<file path="config.mk">
export PLATFORM = sky130hd
export DESIGN_NAME = gpcb_bank
export DESIGN_NICKNAME = d
export VERILOG_FILES = /design/src/design/gpcb_pkg.sv /design/src/design/gpcb_bank.sv
export SDC_FILE = /design/constraint.sdc
export NUM_CORES = 1
export LEC_CHECK = 0
export ABC_AREA = 0
export BUFFER_PORTS_ARGS = -buffer_cell sky130_fd_sc_hd__buf_2
export CAP_MARGIN = 5
export CORE_ASPECT_RATIO = 1.25
export CORE_MARGIN = 4
export CORE_UTILIZATION = 57
export DETAILED_ROUTE_END_ITERATION = 10
export HOLD_SLACK_MARGIN = 0.12
export PLACE_DENSITY_LB_ADDON = 0.3
export SYNTH_ARGS = -nofsm -noshare
export SYNTH_HDL_FRONTEND = slang
export SYNTH_SLANG_ARGS = --single-unit
</file>
<file path="constraint.sdc">
create_clock -name pclk -period 4.3 [get_ports pclk]
set_input_delay 0.43 -clock pclk [delete_from_list [all_inputs] [get_ports pclk]]
set_output_delay 0.43 -clock pclk [all_outputs]
set_load 0.02 [all_outputs]
</file>
<file path="src/design/gpcb_pkg.sv">
// Constants, register map and field layouts of the pin configuration bank.
// Assumes an APB master on pclk and pads resolved outside the design.
// How it works
// - Bit 0 of each configuration register makes the pin an input when set and an output when clear.
// - Bit 1 inverts the pin value when set and passes it straight through when clear.
// - Bit 7 selects an open-drain driver when set and a push-pull driver when clear.
// - On pin 2.5 bit 2 hands the pin to keyboard controller port line two; bits 6 to 3 are reserved.
// - Pin 2.6 has no alternate function, so bits 6 to 2 of its register are reserved.
// - On pin 2.7 bit 2 puts the system management interrupt output on the pin.
// - On pin 3.0 bit 2 makes the pin the active-low expansion chip select two.
// - On pin 3.1 bit 2 makes the pin the active-low expansion chip select three.
// - On pin 3.2 bit 2 routes the pin to the fan rotation pulse input.
// - On pin 3.3 bit 2 drives the fan speed output; the register loads 0x01 on standby power-on and 0x00 on main power-on or bus reset.
// - On pin 3.4 bit 2 makes the pin interrupt request input A.
// - On pin 3.5 bit 2 makes the pin interrupt request input B.
// - On pin 3.6 bit 2 drives the active-low keyboard reset onto the pin.
// - Every configuration register loads 0x01 on standby power-on, a plain non-inverted push-pull input.
package gpcb_pkg;

    localparam int PIN_COUNT = 10;

    // Pin positions in every pin-wide vector
    localparam int PIN_2_5 = 0;
    localparam int PIN_2_6 = 1;
    localparam int PIN_2_7 = 2;
    localparam int PIN_3_0 = 3;
    localparam int PIN_3_1 = 4;
    localparam int PIN_3_2 = 5;
    localparam int PIN_3_3 = 6;
    localparam int PIN_3_4 = 7;
    localparam int PIN_3_5 = 8;
    localparam int PIN_3_6 = 9;

    // Register indices; byte address is four times the index
    localparam logic [9:0] IDX_PIN_CFG_2_5 = 10'h030;
    localparam logic [9:0] IDX_PIN_CFG_2_6 = 10'h031;
    localparam logic [9:0] IDX_PIN_CFG_2_7 = 10'h032;
    localparam logic [9:0] IDX_PIN_CFG_3_0 = 10'h033;
    localparam logic [9:0] IDX_PIN_CFG_3_1 = 10'h034;
    localparam logic [9:0] IDX_PIN_CFG_3_2 = 10'h035;
    localparam logic [9:0] IDX_PIN_CFG_3_3 = 10'h036;
    localparam logic [9:0] IDX_PIN_CFG_3_4 = 10'h037;
    localparam logic [9:0] IDX_PIN_CFG_3_5 = 10'h038;
    localparam logic [9:0] IDX_PIN_CFG_3_6 = 10'h039;
    localparam logic [9:0] IDX_PIN_LEVEL = 10'h040;
    localparam logic [9:0] IDX_PIN_DRIVE = 10'h041;

    // Reset values and writable bit masks
    localparam logic [7:0] CFG_RESET = 8'h01;
    localparam logic [7:0] CFG_MAIN_RESET = 8'h00;
    localparam logic [7:0] CFG_MASK_ALT = 8'h87;
    localparam logic [7:0] CFG_MASK_PLAIN = 8'h83;
    localparam logic [PIN_COUNT-1:0] DRIVE_RESET = 10'h000;

    typedef struct packed {
        logic open_drain;
        logic [3:0] reserved;
        logic alt_sel;
        logic invert;
        logic is_input;
    } gpcb_cfg_type;

    typedef struct packed {
        logic [PIN_COUNT-1:0] out;
        logic [PIN_COUNT-1:0] oe;
    } gpcb_pad_type;

endpackage

</file>
<file path="src/design/gpcb_bank.sv">
// Pin configuration bank: APB registers, input filtering, pad drive.
// Assumes pads are resolved by the surroundings from out and oe.
//
// The APB interface to the registers was chosen for this implementation.
`timescale 1ns/1ps
`default_nettype none
module gpcb_bank
    import gpcb_pkg::*;
#(
    parameter int ADDR_WIDTH = 12
) (
    // Clock and resets
    input wire logic pclk,
    input wire logic presetn,
    input wire logic main_power_bus_reset,
    // APB slave
    input wire logic psel,
    input wire logic penable,
    input wire logic pwrite,
    input wire logic [ADDR_WIDTH-1:0] paddr,
    input wire logic [31:0] pwdata,
    input wire logic [3:0] pstrb,
    output logic [31:0] prdata,
    output logic pready,
    output logic pslverr,
    // Pads
    input wire logic [PIN_COUNT-1:0] pad_in,
    output gpcb_pad_type pad,
    // Alternate function sources
    input wire logic kbc_port_line_two,
    input wire logic system_mgmt_interrupt_out,
    input wire logic expansion_chip_select_two_n,
    input wire logic expansion_chip_select_three_n,
    input wire logic fan_speed_out,
    input wire logic keyboard_reset_out_n,
    // Alternate function sinks
    output logic kbc_port_line_two_sense,
    output logic rotation_pulse_input,
    output logic irq_request_a,
    output logic irq_request_b
);

    if (ADDR_WIDTH != 12) begin : g_bad_width
        $error("gpcb_bank needs a 12-bit address");
    end

    gpcb_cfg_type cfg [PIN_COUNT];
    logic [PIN_COUNT-1:0] drive;
    logic [PIN_COUNT-1:0] sync1;
    logic [PIN_COUNT-1:0] sync2;
    logic [PIN_COUNT-1:0] sync3;
    logic [PIN_COUNT-1:0] filt;
    logic [PIN_COUNT-1:0] level;
    logic [PIN_COUNT-1:0] next_level;
    logic [PIN_COUNT-1:0] alt_src;
    logic [PIN_COUNT-1:0] cfg_hit;
    logic [9:0] word_idx;
    logic aligned;
    logic level_hit;
    logic drive_hit;
    logic mapped;
    logic setup;
    logic access;
    logic wr_en;
    logic [31:0] rd_value;

    // Address decode
    assign word_idx = paddr[11:2];
    assign aligned = (paddr[1:0] == 2'b00);
    assign level_hit = aligned && (word_idx == IDX_PIN_LEVEL);
    assign drive_hit = aligned && (word_idx == IDX_PIN_DRIVE);

    always_comb begin
        for (int i = 0; i < PIN_COUNT; i++) begin
            cfg_hit[i] = aligned && (word_idx == IDX_PIN_CFG_2_5 + 10'(i));
        end
    end

    assign mapped = (|cfg_hit) || level_hit || drive_hit;
    assign setup = psel && !penable;
    assign access = psel && penable;
    assign pready = 1'b1;
    assign pslverr = access && !mapped;
    assign wr_en = access && pwrite && mapped && pstrb[0];

    // Read mux; reserved bits are already zero in the registers
    always_comb begin
        rd_value = 32'h0000_0000;
        for (int i = 0; i < PIN_COUNT; i++) begin
            if (cfg_hit[i]) begin
                rd_value = {24'h00_0000, cfg[i]};
            end
        end
        if (level_hit) begin
            rd_value = {22'h00_0000, level};
        end
        if (drive_hit) begin
            rd_value = {22'h00_0000, drive};
        end
    end

    // Read data is captured in the setup cycle
    always_ff @(posedge pclk or negedge presetn) begin
        if (!presetn) begin
            prdata <= 32'h0000_0000;
        end else if (setup) begin
            prdata <= rd_value;
        end
    end

    // Configuration registers
    for (genvar i = 0; i < PIN_COUNT; i++) begin : g_cfg
        localparam logic [7:0] MASK =
            (i == PIN_2_6) ? CFG_MASK_PLAIN : CFG_MASK_ALT;

        always_ff @(posedge pclk or negedge presetn) begin
            if (!presetn) begin
                cfg[i] <= CFG_RESET;
            end else if (i == PIN_3_3 && main_power_bus_reset) begin
                cfg[i] <= CFG_MAIN_RESET;
            end else if (wr_en && cfg_hit[i]) begin
                cfg[i] <= pwdata[7:0] & MASK;
            end
        end

    end

    // Output data register
    always_ff @(posedge pclk or negedge presetn) begin
        if (!presetn) begin
            drive <= DRIVE_RESET;
        end else if (wr_en && drive_hit) begin
            drive <= pwdata[PIN_COUNT-1:0];
        end
    end

    // Pin input synchroniser and agreement filter
    always_ff @(posedge pclk or negedge presetn) begin
        if (!presetn) begin
            sync1 <= '0;
            sync2 <= '0;
            sync3 <= '0;
        end else begin
            sync1 <= pad_in;
            sync2 <= sync1;
            sync3 <= sync2;
        end
    end

    always_ff @(posedge pclk or negedge presetn) begin
        if (!presetn) begin
            filt <= '0;
        end else begin
            for (int i = 0; i < PIN_COUNT; i++) begin
                if (sync2[i] == sync3[i]) begin
                    filt[i] <= sync3[i];
                end
            end
        end
    end

    // Input polarity
    always_comb begin
        for (int i = 0; i < PIN_COUNT; i++) begin
            next_level[i] = filt[i] ^ cfg[i].invert;
        end
    end

    always_ff @(posedge pclk or negedge presetn) begin
        if (!presetn) begin
            level <= '0;
        end else begin
            level <= next_level;
        end
    end

    // Alternate output sources
    always_comb begin
        alt_src = '0;
        alt_src[PIN_2_5] = kbc_port_line_two;
        alt_src[PIN_2_7] = system_mgmt_interrupt_out;
        alt_src[PIN_3_0] = expansion_chip_select_two_n;
        alt_src[PIN_3_1] = expansion_chip_select_three_n;
        alt_src[PIN_3_3] = fan_speed_out;
        alt_src[PIN_3_6] = keyboard_reset_out_n;
    end

    // Pad drive: direction, polarity, driver type
    always_comb begin
        logic val;
        val = 1'b0;
        pad.out = '0;
        pad.oe = '0;
        for (int i = 0; i < PIN_COUNT; i++) begin
            val = (cfg[i].alt_sel ? alt_src[i] : drive[i]) ^ cfg[i].invert;
            pad.oe[i] = !cfg[i].is_input && (!cfg[i].open_drain || !val);
            pad.out[i] = val && !cfg[i].open_drain;
        end
    end

    // Alternate input sinks
    assign kbc_port_line_two_sense = cfg[PIN_2_5].alt_sel && level[PIN_2_5];
    assign rotation_pulse_input = cfg[PIN_3_2].alt_sel && level[PIN_3_2];
    assign irq_request_a = cfg[PIN_3_4].alt_sel && level[PIN_3_4];
    assign irq_request_b = cfg[PIN_3_5].alt_sel && level[PIN_3_5];
endmodule
`default_nettype wire

</file>
## After elaboration in Yosys (flattened, before gate mapping)

Cells that the tools add are included.

- Input port bits: 70
- Flip-flop bits (word level): 135
- Logic and storage cells: 221
- Output and inout port bits: 58

- Reductions and logical operators: 100
- Equality and inequality tests: 22
- Muxes and demuxes: 23
- Bitwise operators: 20

Operators by type and width:

| operator | count |
|---|---|
| 10-bit by 6-bit == test with 1-bit output (second input constant) | 10 |
| 8-bit two-way mux | 12 |
| 1-bit logical AND | 53 |
| 1-bit zero test | 32 |
| 10-bit by 7-bit == test with 1-bit output (second input constant) | 2 |
| 10-bit two-way mux | 2 |
| 1-bit bitwise XOR | 20 |
| 1-bit logical OR | 12 |
| 1-bit == test | 10 |
| 10-bit OR reduction | 1 |
| 1-bit two-way mux | 9 |
| 2-bit zero test | 1 |
| 2-bit nonzero test | 1 |

## Logic depth before layout (Yosys ltp)

Gate-level depths: netlist of run 1.

- Depth in word-level cells: 14
- Mapped depth: 8

## Least setup slack after synthesis of run 1

No wires, ideal clock.

- Kind: input to output
- Start: in paddr[2]
- End: out pslverr
- Buffers on the path: 3
- Required time: 3870 ps
- Cell stages on the path: 5
- Arrival: 2003 ps
- Slack: 1867 ps
- Cell sequence: buf_2 buf_1 clkbuf_1 a221oi_1 nor4_1

- Cells in the longest elaborated chain, start to end: 7
- Elaborated cells between the ends (all ways): 29

Ends and longest elaborated chain:

| item | line | RTL |
|---|---|---|
| start: declaration | gpcb_bank.sv:20 | `input wire logic [ADDR_WIDTH-1:0] paddr,` |
| 10-bit by 6-bit == test with 1-bit output | gpcb_bank.sv:75 | `cfg_hit[i] = aligned && (word_idx == IDX_PIN_CFG_2_5 + 10'(i));` |
| 1-bit logical AND | gpcb_bank.sv:75 |  |
| 10-bit OR reduction | gpcb_bank.sv:79 | `assign mapped = (\|cfg_hit) \|\| level_hit \|\| drive_hit;` |
| 1-bit logical OR | gpcb_bank.sv:79 |  |
| 1-bit logical OR * | gpcb_bank.sv:79 |  |
| 1-bit zero test * | gpcb_bank.sv:83 | `assign pslverr = access && !mapped;` |
| 1-bit logical AND * | gpcb_bank.sv:83 |  |
| end: declaration | gpcb_bank.sv:25 | `output logic pslverr,` |

Mark *: on every way between the ends. The rest lies on a longest branch, timed or not.

## Final worst setup path of run 1

Ends and elaborated chain as after synthesis.

==> run_results.csv, run 1 <==
group,metric,value,unit
run_status,status,"completed",
yosys,yosysUniqueCellTypes,64,
yosys,ys_top_cells_by_count,"dfrtp_1, mux2_2, buf_4, nor2_1, a21oi_1",
power,irDropWorstVdd,0.000257,V
yosys,synth_compound_area_frac,0.0877,
clock_tree,clk_path_buf_depth,2,
cells_and_area,multi_input_area,2140,um^2
yosys,yosysMostFrequentCell,"dfrtp_1",
sta,rsz0062_at_grt,"false",
detailed_routing,ant_nets,0,
sta,period_minus_slack,2.53,ns
sta,finClkSkew,0.00888,ns
yosys,ys_seq_area_frac,0.541,
setup_path,critPathRequiredTime,3.87,ns
setup_path,path_class,"input pin to output port",
floorplanning,die_area,10500,um^2
global_route,grt_max_degree,81,
power,internal_power,0.00140,W
yosys,synth_xor_area_frac,0.0346,
clock_tree,insertion_delay,0.39,ns
yosys,synth_top_family_by_area,"simple AND/OR/NAND/NOR gates",
yosys,synthCells,430,
power,comb_power_share,0.084,
setup_path,path_cells,"buf_2 > nor4bb_1 > nand2_1 > nand2_1 > nor4_1 > buf_2",
power,pwr-share-clk,0.344,
power,cellLeakagePower,2.66,nW
yosys,yosysTopAreaCellShare,0.489,
floorplanning,placementRows,38,
detailed_routing,dr.pass1.iters,5,
power,p_per_area,335,nW/um^2
yosys,synthArstFlopShare,1.00,
global_route,grt_pass1_wl,19200,um
yosys,synthMuxAreaShare,0.123,
sta,fin_crit_sh,0.589,
power,sw_frac_of_total,0.266,
yosys,ys.flop_type,"dfrtp_1",
sta,final_max_slew_viol_count,0,
detailed_routing,drt_iter0_markers,281,
sta,hold_violations,0,
sta,relSlewSlack,0.354,
placement,dp_hpwl,9020,um
setup_path,worstSetupEndpointType,"output port",
yosys,synth_area,5070,um^2
cells_and_area,area_delta_synth_final,12.5,%
detailed_routing,vias,3587,
yosys,synth_top_area_cell,"dfrtp_1",
global_route,antenna_found_initial,0,
floorplanning,die_w,92.3,um
clock_tree,htree_levels,3,
yosys,syn_area_per_cell,11.8,um^2
setup_path,critPathTopFamily,"simple AND/OR/NAND/NOR gates",
setup_path,cp_max_fo,28,
setup_path,critPathBufInv,2,
cells_and_area,ff_latch_area,2740,um^2
yosys,yosysWarnings,0,
setup_path,arrival,2.10,ns
detailed_routing,drt_wl_total,12200,um
sta,tns,0,ns
yosys,synth-seq-cells,109,
cells_and_area,nets,576,
detailed_routing,vias_per_cell,5.68,
setup_path,cp_slowest_cell,"nor4bb_1",
yosys,synth_fa_ha_area_frac,0.0198,
placement,gp_congestion,0.909,
yosys,synth_edf_count,0,
clock_tree,numClockSinks,109,
sta,setup_viol,0,
global_route,grt_pass1_vias,3499,
floorplanning,coreArea,8700,um^2
setup_path,crit_path_max_incr_delay,0.78,ns
clock_tree,path_clk_slew,0.11,ns
detailed_routing,drc,0,
clock_tree,cts_tree,"done",
cells_and_area,drive_gt1_frac,0.299,
clock_tree,cts_root_buffer,"clkbuf_8",
sta,tightest_slew,0.969,ns
floorplanning,start_util,0.582,
sta,fmax,395,MHz
cells_and_area,fill_cells,689,
clock_tree,postCtsSetupBuffers,0,
cells_and_area,diodes,0,
clock_tree,cts_made_buffers,9,
global_route,grt_remaining_overflow,0,
power,seqPwrFrac,0.572,
worst_hold_path,hold_path_class,"input pin to flop",
placement,dpl_cell_area,5480,um^2
setup_path,worst_setup_path_start_kind,"input pin",
yosys,synth_area_leaders,"dfrtp_1, mux2_2, dfstp_2",
cells_and_area,final_area,5700,um^2
floorplanning,die_h,113,um
power,p_switching,0.000507,W
yosys,synth-simple-area-share,0.141,
floorplanning,io_pins,128,
global_route,grt.total_usage,0.241,
placement,portBuffers,79,
detailed_routing,wl_per_cell,19.3,um
run,drv_cap,0,
[area by class of cell]
class                      instances  area share
tap                              120      0.0263
timing repair buffer              84      0.0768
inverter                           4     0.00263
clock buffer                       9      0.0217
clock inverter                     7      0.0156
multi-input combinational        298       0.376
sequential                       109       0.481
[flip-flops by register name, summed over array words and instances, names as in the netlist]
name,count
cfg,39
drive,10
filt,10
level,10
prdata,10
sync1,10
sync2,10
sync3,10
[final timing paths]
kind	start	depth (start not counted)	end	slack, ns
setup / recovery	paddr[2]	6	pslverr	1.77
hold / removal	pad_in[8]	1	sync1[8]	0.14
setup reg to reg	cfg[79]	6	prdata[7]	2.40
hold reg to reg	sync1[4]	0	sync2[4]	0.36
max in group asynchronous	presetn	2	cfg[64]	3.12
min in group asynchronous	presetn	1	sync3[5]	0.18
[power by group through the flow]
| stage | Combinational (W) | Sequential (W) | Clock, W |
|---|---|---|---|
| 6_report | 0.000161 | 0.00109 | 0.000657 |
| 2_1_floorplan | 0.0000898 | 0.00112 | 0 |
| 3_3_place_gp | 0.000156 | 0.00111 | 0 |
| 3_5_place_dp | 0.000160 | 0.00111 | 0 |
| 5_1_grt | 0.000175 | 0.00110 | 0.000714 |
| 4_1_cts | 0.000160 | 0.00109 | 0.000671 |
[layer usage]
layer | GRT usage | wire length [um]
met2 | 0.422 | 6430
met1 | 0.303 | 4920
met4 | 0.0991 | 314
met5 | 0 | 0
met3 | 0.0303 | 527
[metrics by stage]
stage / power [W] / std cells / util / setup WS, ns / hold slack (ns)
floorplan: 0.00121 / 451 / - / 1.87 / 0.134
global placement: 0.00126 / 614 / 0.629 / 1.48 / 0.332
detailed placement: 0.00127 / 614 / 0.629 / 1.45 / 0.335
CTS: 0.00192 / 630 / 0.654 / 1.80 / 0.126
global route: 0.00199 / 631 / 0.655 / 1.67 / 0.121
finish: 0.00191 / 631 / 0.655 / 1.77 / 0.135
[kinds of logic after synthesis]
| kind of cell | after synthesis |
|---|---|
| mux | 55 |
| xor+xnor | 20 |
| other cells | 2 |
| buf+inv | 44 |
| fa+ha+maj | 10 |
| compound gates | 67 |
| simple gates | 123 |
| flops | 109 |
[layout by cell type (no fill, tap or decap), types with 5 or more instances in the layout]
cell	n
a21oi_1	22
a221oi_1	9
and2_1	7
buf_2	78
buf_4	5
clkbuf_8	9
conb_1	23
dfrtp_1	99
dfstp_2	10
maj3_1	10
mux2_1	12
mux2_2	30
mux2i_1	9
nand2_1	21
nand2b_1	6
nand3_1	9
nand4_1	5
nor2_1	23
nor2b_1	12
nor3_1	5
o21ai_0	10
xnor2_1	9
xor2_1	11
[repair_timing]
| item | CTS | global route |
|---|---|---|
| hold buffers | 0 | 1 |
| endpoints found under the setup margin | 0 | 0 |
| hold endpoints to repair | 0 | 1 |
| resized for setup | 0 | 0 |
No activity file was read; power rests on OpenSTA's default activity.
==> inputs of run 2 (changes only) <==
--- a/config.mk
+++ b/config.mk
@@ -10,7 +10,7 @@
 export CAP_MARGIN = 5
 export CORE_ASPECT_RATIO = 1.25
 export CORE_MARGIN = 4
-export CORE_UTILIZATION = 57
+export CORE_UTILIZATION = 48
 export DETAILED_ROUTE_END_ITERATION = 10
 export HOLD_SLACK_MARGIN = 0.12
 export PLACE_DENSITY_LB_ADDON = 0.3
==> constraint.sdc (replaced) <==
create_clock -name pclk -period 2.3 [get_ports pclk]
set_input_delay 0.23 -clock pclk [delete_from_list [all_inputs] [get_ports pclk]]
set_output_delay 0.23 -clock pclk [all_outputs]
set_load 0.02 [all_outputs]
==> run 2 against run 1 <==
Net effect: sequential cell count did not move; non-clock buffer count increased by 39; clock skew fell by 0.00099 ns; global-route usage shrank 0.48 points; register-to-register slack got worse by 1.9 ns; sequential share of layout area shrank 3.3 points; critical path depth grew 2; clock power is 130% higher; largest power group unchanged; count of clock-buffer cells in the layout is 1 higher; critical endpoint unchanged; power increased by 100%.
==> run_results.csv, run 2 (same netlist as run 1, synthesis figures left out) <==
group,metric,value,unit
sta,setup_viol,0,
cells_and_area,fin_cells,679,
cells_and_area,nets,615,
setup_path,path_cells,"buf_2 > or4_1 > nor2_2 > buf_4 > nand2_1 > nand2_1 > nor4_1 > buf_2",
clock_tree,clk_path_buf_depth,2,
setup_path,worstSetupEndpointType,"output port",
sta,final_max_slew_viol_count,0,
sta,hold_violations,0,
global_route,grt.total_usage,0.237,
floorplanning,placementRows,41,
cells_and_area,largest-register,"cfg",
run_status,status,"completed",
clock_tree,numClockSinks,109,
detailed_routing,ant_nets,0,
setup_path,critPathRequiredTime,2.07,ns
run,drv_cap,0,
clock_tree,ctsHoldBuffers,18,
floorplanning,coreArea,10200,um^2
setup_path,cp_slowest_cell,"or4_1",
worst_hold_path,hold_path_class,"input pin to flop",
clock_tree,postCtsSetupBuffers,0,
floorplanning,start_util,0.496,
placement,gp_congestion,0.903,
clock_tree,path_clk_slew,0.07,ns
cells_and_area,drive_gt1_frac,0.316,
power,irDropWorstVdd,0.000479,V
power,cellLeakagePower,2.88,nW
setup_path,path_class,"input pin to output port",
clock_tree,htree_levels,3,
detailed_routing,drt_wl_total,13800,um
cells_and_area,diodes,0,
sta,rsz0062_at_grt,"false",
sta,finClkSkew,0.00789,ns
clock_tree,insertion_delay,0.35,ns
clock_tree,ctsResizeCount,0,
sta,fin_crit_sh,0.847,
global_route,grt_max_degree,50,
floorplanning,io_pins,128,
sta,tightest_slew,0.686,ns
clock_tree,cts_tree,"done",
setup_path,crit_path_max_incr_delay,0.68,ns
clock_tree,cts_root_buffer,"clkbuf_16",
cells_and_area,fin_util,0.600,
sta,period_minus_slack,1.95,ns
sta,tns,0,ns
setup_path,arrival,1.72,ns
floorplanning,die_h,123,um
detailed_routing,drc,0,
cells_and_area,largest_register_ffs,39,
setup_path,cp_max_fo,6,
global_route,grt_pass1_wl,21600,um
power,p_per_area,632,nW/um^2
setup_path,worst_setup_path_start_kind,"input pin",
floorplanning,die_area,12300,um^2
global_route,grt_remaining_overflow,0,
sta,relSlewSlack,0.543,
cells_and_area,area_delta_synth_final,20.9,%
detailed_routing,dr.pass1.iters,4,
placement,portBuffers,79,
detailed_routing,vias_per_cell,5.43,
placement,placedCellCount,645,
global_route,grt_pass1_vias,3913,
sta,fmax,513,MHz
detailed_routing,drt_iter0_markers,177,
detailed_routing,vias,3688,
detailed_routing,wl_per_cell,20.3,um
cells_and_area,layout_common_cells,"dfrtp_1, buf_2, mux2_2",
cells_and_area,fill_cells,872,
floorplanning,die_w,99.9,um
clock_tree,cts_made_buffers,9,
cells_and_area,final_common_cell,"dfrtp_1",
sta,whs,0.283,ns
placement,dp_hpwl,10100,um
global_route,antenna_found_initial,0,
-- run 2: cell count changes in the layout (fill, tap and decap cells not counted), sizes merged --
| cell | previous run | this run |
|---|---|---|
| bufinv | 1 | 0 |
| buf | 83 | 105 |
| dlygate4sd3 | 1 | 18 |
| clkinv | 2 | 1 |
| inv | 8 | 9 |
| clkbuf | 9 | 10 |
-- run 2: worst max-delay path: cells and delay by family --
| family | cells | cell delay (ns) |
|---|---|---|
| buffers and inverters | 3 | 0.48 |
| AND/OR/NAND/NOR | 5 | 1.02 |
-- run 2: final timing paths --
check                           from        end  slack [ns]  cells after the start
min in group asynchronous    presetn   sync2[2]        0.40                      2
max reg2reg                  cfg[79]  prdata[7]        0.54                      6
min                        pwdata[1]    cfg[25]        0.28                      3
max in group asynchronous    presetn    cfg[16]        1.17                      3
min reg2reg                 sync1[1]   sync2[1]        0.35                      0
max                         paddr[1]    pslverr        0.35                      8
-- run 2: through the flow --
step / area (um^2) / setup slack [ns] / total power [W]
floorplan: 5140 / 0.267 / 0.00226
global route: 6130 / 0.262 / 0.00404
global placement: 5670 / 0.129 / 0.00239
finish: 6130 / 0.352 / 0.00387
CTS: 6130 / 0.370 / 0.00391
detailed placement: 5670 / 0.0939 / 0.00240
-- run 2: final cells by class --
cell class                 instances  area [um^2]  share of cell area
clock inverter                     6         51.3             0.00837
clock buffer                      10          229              0.0374
multi-input combinational        298         2140               0.350
tap                              129          161              0.0263
timing repair buffer             123          786               0.128
inverter                           4         15.0             0.00245
sequential                       109         2740               0.447
-- run 2: metal layers --
layer / vias to the layer above / wire (um) / global-route usage / share of wire
li1: 1731 / - / - / -
met1: 1825 / 5720 / 0.301 / 0.41
met2: 114 / 7160 / 0.412 / 0.52
met3: 18 / 628 / 0.0398 / 0.046
met4: 0 / 287 / 0.0734 / 0.021
met5: - / 0 / 0 / 0
-- run 2: power breakdown --
part / internal (W) / switching [W] / leakage [nW]
combinational: 0.000126 / 0.000220 / 1.38
sequential: 0.00200 / 0.0000416 / 1.35
clock: 0.000758 / 0.000732 / 0.140
